<file path="src/gdc_consts.vh">
// gdc_consts.vh: command encodings, field positions, reset values and timing figures
// assumes: included by the command/bank control module; definitions only
`ifndef GDC_CONSTS_VH
`define GDC_CONSTS_VH
// command encodings {cs_n, ras_n, cas_n, we_n} with chip select low
`define GDC_CMD_NOP      4'h7
`define GDC_CMD_ACTIVE   4'h3
`define GDC_CMD_READ     4'h5
`define GDC_CMD_WRITE    4'h4
`define GDC_CMD_PRECH    4'h2
`define GDC_CMD_REFRESH  4'h1
`define GDC_CMD_MODE     4'h0
// strobe-only encoding {ras_n, cas_n, we_n} for the read snoop
`define GDC_SNOOP_READ   3'h5
// field positions
`define GDC_AP_BIT       8
`define GDC_COL_LO_MSB   7
`define GDC_COL_HI_BIT   9
`define GDC_BANK_BIT0    0
`define GDC_BANK_BIT1    1
// mode load targets {bank_select_bit1, bank_select_bit0}
`define GDC_MR_MAIN      2'h0
`define GDC_MR_EXT       2'h1
// extended mode register: data termination field and its dual-load code
`define GDC_EMR_DT_LSB   2
`define GDC_EMR_DT_MSB   3
`define GDC_DT_DUAL      2'h1
// reset values
`define GDC_MR_RST       12'h000
`define GDC_EMR_RST      12'h000
`define GDC_ROW_RST      12'h000
// timing figures in ns, clock period in ps; burst length, read latency in clocks and counter width
`define GDC_CLK_PS       20000
`define GDC_MRD_NS       10
`define GDC_RP_NS        20
`define GDC_RAS_NS       40
`define GDC_XSNR_NS      200
`define GDC_BURST_LEN    4
`define GDC_READ_LAT     7
`define GDC_CNT_W        16
`endif

</file>
<file path="src/gdc_cmd_bank_ctrl.v">
// gdc_cmd_bank_ctrl.v: command decode, bank state, auto precharge, refresh, self refresh
// and data termination control of a graphics double-data-rate memory device.
// assumes: command pins already synchronous to ref_clk; the controller keeps its timings.
//
// Functional notes
// decode command from four strobes
// mode load bank bits pick register
// refresh with clock enable low self-refreshes
// chip select high accepts no command
// no-operation changes nothing at all
// mode load takes op-code, waits delay
// activate opens addressed row in bank
// controller precharges before other row
// column from low bits, bit8 auto precharge
// masked byte writes are suppressed
// precharge bit8 high closes all banks
// controller waits precharge before activate
// auto precharge respects minimum active time
// controller idles bank during auto precharge
// refresh row comes from internal counter
// controller refreshes within interval limits
// controller self-refreshes only when idle
// self refresh disables loop and termination
// controller waits after self refresh exit
// controller keeps power-down minimums
// snooped read disables data termination
// command termination always stays enabled
// reset release samples clock enable rank
// controller honours row to column delay
// controller spaces activates by row times
// one command per enabled clock edge
`timescale 1ns/1ps
`include "gdc_consts.vh"
module gdc_cmd_bank_ctrl #(
   parameter BANKS = 8,
   parameter BANK_W = 3,
   parameter ADDR_W = 12,
   parameter BYTES = 4
) (
   // clock, reset, clock enable
   input wire ref_clk,
   input wire nrst,
   input wire clk_en,
   // command and address pins
   input wire cke,
   input wire cs_n,
   input wire ras_n,
   input wire cas_n,
   input wire we_n,
   input wire [BANK_W-1:0] bank_sel,
   input wire [ADDR_W-1:0] addr,
   // write data byte masks, level per beat
   input wire write_beat,
   input wire [BYTES-1:0] write_byte_mask,
   // bank state
   output reg [BANKS-1:0] bank_open_reg,
   output wire [BANKS*ADDR_W-1:0] open_rows,
   // column access
   output reg col_valid_reg,
   output reg col_is_write_reg,
   output reg [BANK_W-1:0] col_bank_reg,
   output reg [8:0] col_addr_reg,
   output reg col_auto_pre_reg,
   output reg [BYTES-1:0] byte_write_en_reg,
   // mode registers
   output reg [ADDR_W-1:0] mode_reg,
   output reg [ADDR_W-1:0] ext_mode_reg,
   output reg mode_busy_reg,
   // refresh
   output reg refresh_pulse_reg,
   output reg [ADDR_W-1:0] refresh_row_reg,
   output reg self_refresh_reg,
   output reg dll_enable_reg,
   output reg dll_reset_reg,
   // termination
   output reg dual_rank_reg,
   output reg addr_half_term_reg,
   output wire ca_term_en,
   output reg dq_term_en_reg
);
   // derived cycle counts: least times round up
   localparam [`GDC_CNT_W-1:0] MRD_CYC = (`GDC_MRD_NS * 1000 + `GDC_CLK_PS - 1) / `GDC_CLK_PS;
   localparam [`GDC_CNT_W-1:0] RP_CYC = (`GDC_RP_NS * 1000 + `GDC_CLK_PS - 1) / `GDC_CLK_PS;
   localparam [`GDC_CNT_W-1:0] RAS_CYC = (`GDC_RAS_NS * 1000 + `GDC_CLK_PS - 1) / `GDC_CLK_PS;
   localparam [`GDC_CNT_W-1:0] XSNR_CYC =
      (`GDC_XSNR_NS * 1000 + `GDC_CLK_PS - 1) / `GDC_CLK_PS;
   localparam [`GDC_CNT_W-1:0] BURST_CYC = `GDC_BURST_LEN / 2;
   localparam [`GDC_CNT_W-1:0] DT_DELAY = `GDC_READ_LAT - 1;
   localparam [`GDC_CNT_W-1:0] DT_LEN = `GDC_BURST_LEN / 2 + 2;
   localparam [`GDC_CNT_W-1:0] CNT_ONE = 1;

   wire [3:0] cmd;
   wire en_cyc;
   wire is_act;
   wire is_rd;
   wire is_wr;
   wire is_pre;
   wire is_ref;
   wire is_mode;
   wire snoop_rd;
   wire dual_load;
   reg rst_seen_reg;
   reg [ADDR_W-1:0] row_reg [0:BANKS-1];
   reg [`GDC_CNT_W-1:0] mode_cnt_reg;
   reg [`GDC_CNT_W-1:0] xsnr_cnt_reg;
   reg [`GDC_CNT_W-1:0] dt_delay_reg;
   reg [`GDC_CNT_W-1:0] dt_len_reg;
   reg dt_pending_reg;

   // one decode per enabled edge; cs_n high yields no command
   assign en_cyc = clk_en && !self_refresh_reg;
   assign cmd = {cs_n, ras_n, cas_n, we_n};
   assign is_act = en_cyc && cke && cmd == `GDC_CMD_ACTIVE;
   assign is_rd = en_cyc && cke && cmd == `GDC_CMD_READ;
   assign is_wr = en_cyc && cke && cmd == `GDC_CMD_WRITE;
   assign is_pre = en_cyc && cke && cmd == `GDC_CMD_PRECH;
   assign is_ref = en_cyc && cmd == `GDC_CMD_REFRESH;
   assign is_mode = en_cyc && cke && cmd == `GDC_CMD_MODE;
   // a no-operation matches none of the above, so no state moves
   // read snoop ignores chip select so both ranks see reads to either
   assign snoop_rd = en_cyc && cke && {ras_n, cas_n, we_n} == `GDC_SNOOP_READ;
   assign dual_load = ext_mode_reg[`GDC_EMR_DT_MSB:`GDC_EMR_DT_LSB] == `GDC_DT_DUAL;
   // command and address termination never switches off
   assign ca_term_en = 1'b1;

   // per-bank row store and open flag with auto precharge timer
   genvar gi;
   generate
      for (gi = 0; gi < BANKS; gi = gi + 1) begin : g_bank
         reg [`GDC_CNT_W-1:0] ras_cnt_reg;
         reg [`GDC_CNT_W-1:0] ap_cnt_reg;
         reg ap_pend_reg;
         wire sel;
         assign sel = bank_sel == gi[BANK_W-1:0];
         assign open_rows[gi*ADDR_W +: ADDR_W] = row_reg[gi];
         always @(posedge ref_clk or negedge nrst) begin
            if (!nrst) begin
               bank_open_reg[gi] <= 1'b0;
               row_reg[gi] <= `GDC_ROW_RST;
               ras_cnt_reg <= {`GDC_CNT_W{1'b0}};
               ap_cnt_reg <= {`GDC_CNT_W{1'b0}};
               ap_pend_reg <= 1'b0;
            end else if (clk_en) begin
               if (ras_cnt_reg != {`GDC_CNT_W{1'b0}})
                  ras_cnt_reg <= ras_cnt_reg - CNT_ONE;
               if (ap_cnt_reg != {`GDC_CNT_W{1'b0}})
                  ap_cnt_reg <= ap_cnt_reg - CNT_ONE;
               if (is_act && sel) begin
                  // open the addressed row; stays open until precharged
                  bank_open_reg[gi] <= 1'b1;
                  row_reg[gi] <= addr;
                  ras_cnt_reg <= RAS_CYC;
                  ap_pend_reg <= 1'b0;
               end else if (is_pre && (addr[`GDC_AP_BIT] || sel)) begin
                  // a precharge to an idle bank is harmless and simply repeats the close
                  bank_open_reg[gi] <= 1'b0;
                  ap_pend_reg <= 1'b0;
               end else if ((is_rd || is_wr) && sel && addr[`GDC_AP_BIT]) begin
                  // auto precharge is armed only for this access
                  ap_pend_reg <= 1'b1;
                  ap_cnt_reg <= BURST_CYC;
               end else if (ap_pend_reg && ap_cnt_reg == {`GDC_CNT_W{1'b0}} &&
                            ras_cnt_reg == {`GDC_CNT_W{1'b0}}) begin
                  // close at burst end, but never before minimum active time
                  bank_open_reg[gi] <= 1'b0;
                  ap_pend_reg <= 1'b0;
               end
            end
         end
      end
   endgenerate

   // column access capture: bank, column bits 7:0 and 9, auto precharge flag
   always @(posedge ref_clk or negedge nrst) begin
      if (!nrst) begin
         col_valid_reg <= 1'b0;
         col_is_write_reg <= 1'b0;
         col_bank_reg <= {BANK_W{1'b0}};
         col_addr_reg <= 9'h000;
         col_auto_pre_reg <= 1'b0;
      end else if (clk_en) begin
         // a read or write to a closed bank is still reported; the controller owns that
         col_valid_reg <= is_rd || is_wr;
         if (is_rd || is_wr) begin
            col_is_write_reg <= is_wr;
            col_bank_reg <= bank_sel;
            col_addr_reg <= {addr[`GDC_COL_HI_BIT], addr[`GDC_COL_LO_MSB:0]};
            col_auto_pre_reg <= addr[`GDC_AP_BIT];
         end
      end
   end

   // byte enables: a mask high leaves that byte untouched
   always @(posedge ref_clk or negedge nrst) begin
      if (!nrst)
         byte_write_en_reg <= {BYTES{1'b0}};
      else if (clk_en)
         byte_write_en_reg <= write_beat ? ~write_byte_mask : {BYTES{1'b0}};
   end

   // mode loads pick a target by the two low bank bits; others ignored
   always @(posedge ref_clk or negedge nrst) begin
      if (!nrst) begin
         mode_reg <= `GDC_MR_RST;
         ext_mode_reg <= `GDC_EMR_RST;
         mode_busy_reg <= 1'b0;
         mode_cnt_reg <= {`GDC_CNT_W{1'b0}};
      end else if (clk_en) begin
         if (is_mode) begin
            case ({bank_sel[`GDC_BANK_BIT1], bank_sel[`GDC_BANK_BIT0]})
               `GDC_MR_MAIN: mode_reg <= addr;
               `GDC_MR_EXT: ext_mode_reg <= addr;
               default: ;
            endcase
            mode_busy_reg <= 1'b1;
            mode_cnt_reg <= MRD_CYC;
         end else if (mode_cnt_reg != {`GDC_CNT_W{1'b0}}) begin
            mode_cnt_reg <= mode_cnt_reg - CNT_ONE;
            mode_busy_reg <= mode_cnt_reg != CNT_ONE;
         end else begin
            mode_busy_reg <= 1'b0;
         end
      end
   end

   // refresh: counter row on auto refresh; cke low enters self refresh
   always @(posedge ref_clk or negedge nrst) begin
      if (!nrst) begin
         refresh_pulse_reg <= 1'b0;
         refresh_row_reg <= `GDC_ROW_RST;
         self_refresh_reg <= 1'b0;
         dll_enable_reg <= 1'b1;
         dll_reset_reg <= 1'b0;
         xsnr_cnt_reg <= {`GDC_CNT_W{1'b0}};
      end else if (clk_en) begin
         refresh_pulse_reg <= 1'b0;
         dll_reset_reg <= 1'b0;
         if (xsnr_cnt_reg != {`GDC_CNT_W{1'b0}})
            xsnr_cnt_reg <= xsnr_cnt_reg - CNT_ONE;
         if (is_ref && cke) begin
            // address pins are ignored; the internal counter walks the rows
            refresh_pulse_reg <= 1'b1;
            refresh_row_reg <= refresh_row_reg + {{(ADDR_W-1){1'b0}}, 1'b1};
         end else if (is_ref && !cke) begin
            // from here on only a rise of cke is looked at
            self_refresh_reg <= 1'b1;
            dll_enable_reg <= 1'b0;
         end else if (self_refresh_reg && cke) begin
            // exit: loop back on and reset, termination restored
            self_refresh_reg <= 1'b0;
            dll_enable_reg <= 1'b1;
            dll_reset_reg <= 1'b1;
            xsnr_cnt_reg <= XSNR_CYC;
         end
      end
   end

   // data termination: off from read latency minus one for half burst plus two
   always @(posedge ref_clk or negedge nrst) begin
      if (!nrst) begin
         dq_term_en_reg <= 1'b1;
         dt_pending_reg <= 1'b0;
         dt_delay_reg <= {`GDC_CNT_W{1'b0}};
         dt_len_reg <= {`GDC_CNT_W{1'b0}};
      end else if (clk_en) begin
         if (snoop_rd && dual_load) begin
            dt_pending_reg <= 1'b1;
            dt_delay_reg <= DT_DELAY - CNT_ONE;
         end else if (dt_pending_reg) begin
            if (dt_delay_reg == {`GDC_CNT_W{1'b0}}) begin
               dt_pending_reg <= 1'b0;
               dt_len_reg <= DT_LEN;
            end else begin
               dt_delay_reg <= dt_delay_reg - CNT_ONE;
            end
         end
         if (dt_len_reg != {`GDC_CNT_W{1'b0}} && !(dt_pending_reg &&
             dt_delay_reg == {`GDC_CNT_W{1'b0}}))
            dt_len_reg <= dt_len_reg - CNT_ONE;
         // self refresh forces termination off
         // the exit edge itself (cke high) turns it back on together with the loop
         dq_term_en_reg <= !(self_refresh_reg && !cke) && !(is_ref && !cke) &&
            !(dt_pending_reg && dt_delay_reg == {`GDC_CNT_W{1'b0}}) &&
            !(dt_len_reg > CNT_ONE);
      end
   end

   // rank strap: sample cke on the first clock after reset release
   // ignores clk_en on purpose: a frozen first edge would let cke move on
   always @(posedge ref_clk or negedge nrst) begin
      if (!nrst) begin
         rst_seen_reg <= 1'b0;
         dual_rank_reg <= 1'b0;
         addr_half_term_reg <= 1'b0;
      end else begin
         if (!rst_seen_reg) begin
            rst_seen_reg <= 1'b1;
            dual_rank_reg <= cke;
            addr_half_term_reg <= !cke;
         end
      end
   end
endmodule

</file>
<file path="config.mk">
export PLATFORM = sky130hd
export DESIGN_NAME = gdc_cmd_bank_ctrl
export DESIGN_NICKNAME = d
export VERILOG_FILES = /design/src/gdc_cmd_bank_ctrl.v
export VERILOG_INCLUDE_DIRS = /design/src /design/src/src
export SDC_FILE = /design/constraint.sdc
export NUM_CORES = 1
export LEC_CHECK = 0
export ABC_AREA = 1
export BUFFER_PORTS_ARGS = -buffer_cell sky130_fd_sc_hd__buf_2
export CAP_MARGIN = 10
export CORE_ASPECT_RATIO = 0.5
export CORE_UTILIZATION = 60
export CTS_CLUSTER_DIAMETER = 150
export DETAILED_ROUTE_END_ITERATION = 16
export HOLD_SLACK_MARGIN = 0.12
export PLACE_DENSITY = 0.8
export SYNTH_ARGS = -nofsm -noshare
export SYNTH_HDL_FRONTEND = slang
export SYNTH_SLANG_ARGS = --single-unit
</file>
<file path="constraint.sdc">
create_clock -name ref_clk -period 2.2 [get_ports ref_clk]
set_input_delay 0.22 -clock ref_clk [delete_from_list [all_inputs] [get_ports ref_clk]]
set_output_delay 0.22 -clock ref_clk [all_outputs]
set_load 0.005 [all_outputs]
</file>
==> impl_metrics.py <==
metrics = {
    "outcome": {
        "status": "finished clean",
    },
    "timing": {
        "min_period_over_period_pct": 90.8,
        "slew_headroom_pct": 49.3,
        "maxSlewViolCount": 0,
        "finClkSkew_ns": 0.0267,
        "hold_viol_final": 0,
        "setup_slack_ns": 0.202,
        "rsz0062_at_grt": "no",
        "fin_crit_ns": 2.00,
        "fmax_mhz": 501,
        "setup_viol": 0,
        "tightest_slew_ns": 0.760,
    },
    "clock_tree": {
        "cts_tree": "done",
        "htreeDepth": 2,
        "cts_setup_buffers": 0,
        "clk_latency_ns": 0.58,
        "cts_buffer_depth": 3,
        "path_clk_slew_ns": 0.07,
        "cts_buffers": 44,
        "cts-root-buf": "clkbuf_16",
        "cts_sinks": 481,
    },
    "die": {
        "core_area_um2": 42700,
        "initial_core_util_pct": 61.8,
        "pin_count": 196,
        "die_x_um": 299,
        "fp.dieArea_um2": 44900,
        "rows": 53,
        "die_y_um": 150,
    },
    "global_route": {
        "grt_max_degree": 131,
        "grt_usage_pct": 30.1,
        "grt_pass1_wl_um": 110000,
        "overflow": 0,
        "first_global_vias": 22300,
        "antenna_found_initial": 1,
    },
    "logic_synthesis": {
        "async_flop_share_pct": 100,
        "synth_most_common_cell": "nand2_1",
        "yosys.cell_types.count": 40,
        "ys.flop_type": "dfrtp_1",
        "synth_edf_count": 0,
        "yosysTopAreaCell": "dfrtp_1",
        "syn_area_um2": 26400,
        "ys_seq_area_share_pct": 45.6,
        "avgSynthCellArea_um2": 7.38,
        "ys_warn_count": 0,
        "ys_seq_elements": 481,
        "synthTopCellsByCount": "nand2_1, nor2_1, dfrtp_1, o21ai_0, inv_1",
        "syn_inst": 3578,
        "synthDominantCellAreaShare_pct": 45.4,
        "synthTopCellsByArea": "dfrtp_1, nand2_1, nor2_1",
    },
    "route": {
        "routedWlPerCell_um": 15.3,
        "first_iter_violations": 1885,
        "drtAntennaViolNets": 0,
        "routed_wl_um": 67200,
        "via_count": 24200,
        "drcViolationCount": 0,
        "dr.pass1.iters": 6,
        "viasPerCell": 5.51,
    },
    "finish": {
        "design_area_um2": 29800,
        "utilization_pct": 69.7,
        "drive_above_1_share_pct": 9.75,
        "areaGrowthSynthToFinish_pct": 12.7,
        "fin_nets": 3840,
    },
    "pwr": {
        "vdd_drop_max_mv": 0.779,
        "cellPowerDensity_nw_per_um2": 1220,
        "total_power_mw": 36.2,
        "p_leak_nw": 15.4,
    },
    "setup_path": {
        "reg2reg_from": "g_bank[4].ras_cnt_reg[6]",
        "critPathKind": "input pin to flop",
        "cp.required_ns": 2.64,
        "crit_fanout": 8,
        "cp.arrival_ns": 2.44,
        "r2r_slack_ns": 0.21,
        "r2r_cells": 9,
        "end_kind": "flop",
        "start_kind": "input pin",
        "crit_path_start": "cs_n",
        "r2r-end": "g_bank[4].ras_cnt_reg[2]",
        "crit_end": "g_bank[2].ras_cnt_reg[8]",
    },
    "flow_run": {
        "cap_violations": 0,
    },
    "worst_hold_path": {
        "holdPathStages": 3,
        "hold_class": "input pin to flop",
        "min_from": "write_beat",
    },
    "place": {
        "placed_area_um2": 28200,
        "gp_congestion": 0.924,
        "place_hpwl_um": 47000,
        "portBuffers": 194,
        "dp_slack_ns": -0.0804,
    },
}
==> worst min path at each step <==
stage / endpoint
after floorplan: addr_half_term_reg
after global placement: dt_len_reg[13]
after detailed placement: dt_len_reg[13]
after CTS: byte_write_en_reg[3]
after global routing: byte_write_en_reg[3]
final: byte_write_en_reg[3]
==> area by class of cell <==
class | instances | area (µm²)
clock buffers | 57 | 1240
repair buffers | 269 | 1700
fillers | 3512 | 12900
diodes | 1 | 2.50
clock inverters | 23 | 229
inverters | 293 | 1100
multi-input cells | 2682 | 12700
flip-flops and latches | 481 | 12000
well taps | 577 | 722
==> what timing repair did <==
item	in CTS	in global routing
endpoints found under the setup margin	1	23
resized for setup	1	2
pin swaps	0	0
cloned	0	0
endpoints found under the hold margin	389	0
hold buffers	12	0
==> kinds of logic (layout without fill, tap and decap cells) <==
family	after synthesis	count (layout)	synth area share, %
xor+xnor	160	160	5.31
fa+ha+maj	41	41	1.94
other cells	1	3	0.0142
flops	481	481	45.6
buf+inv	416	642	6.28
simple gates	2079	2079	33.1
mux	1	1	0.0426
compound gates	399	399	7.74
==> layer usage <==
layer / GRT usage (%) / up-vias / part of all wire (%)
met1: 42.3 / 11400 / 46
li1: - / 11900 / -
met2: 48.7 / 691 / 46
met4: 9.31 / 0 / 2.8
met5: 0 / - / 0
met3: 4.24 / 136 / 5.9
==> stage by stage <==
step / setup TNS (ns) / hold WS [ns] / cells
3_3_place_gp: -0.0223 / 0.184 / 4290
4_1_cts: 0 / 0.129 / 4382
6_report: 0 / 0.133 / 4383
3_5_place_dp: -0.118 / 0.185 / 4290
2_1_floorplan: 0 / -0.0756 / 3579
5_1_grt: 0 / 0.148 / 4382
==> cell usage in the layout (no fill, tap or decap), types with 8 or more instances in the layout <==
master         Yosys  layout
nand2_1         1045    1045
nor2_1           577     577
dfrtp_1          479     479
o21ai_0          298     298
inv_1            284     284
nand3_1          212     211
buf_2             43     192
nand4_1          150     150
xor2_1           107     107
buf_4              7      54
xnor2_1           53      53
a21oi_1           49      49
clkbuf_16          0      44
ha_1              41      41
o21ai_1           35      35
nor3_1            31      31
nand3b_1          31      31
dlygate4sd3_1      0      12
clkinv_2           0      10
buf_12             0      10
clkbuf_8           0       9
o31ai_1            8       8
==> power by group <==
part	internal [mW]	switching (mW)
Sequential	11.5	2.80
Clock	4.37	3.57
Combinational	5.32	8.58
==> critical path: stages <==
cell and delay, ns:
dlygate4sd3_1 0.53, buf_2 0.14, nor2_1 0.22, nand2_1 0.14, inv_2 0.18, nand3_1 0.32, nand2_1 0.35, inv_1 0.15
nand2_1 0.10, o31ai_1 0.09
Note: power is estimated with default switching activity, not from simulation.
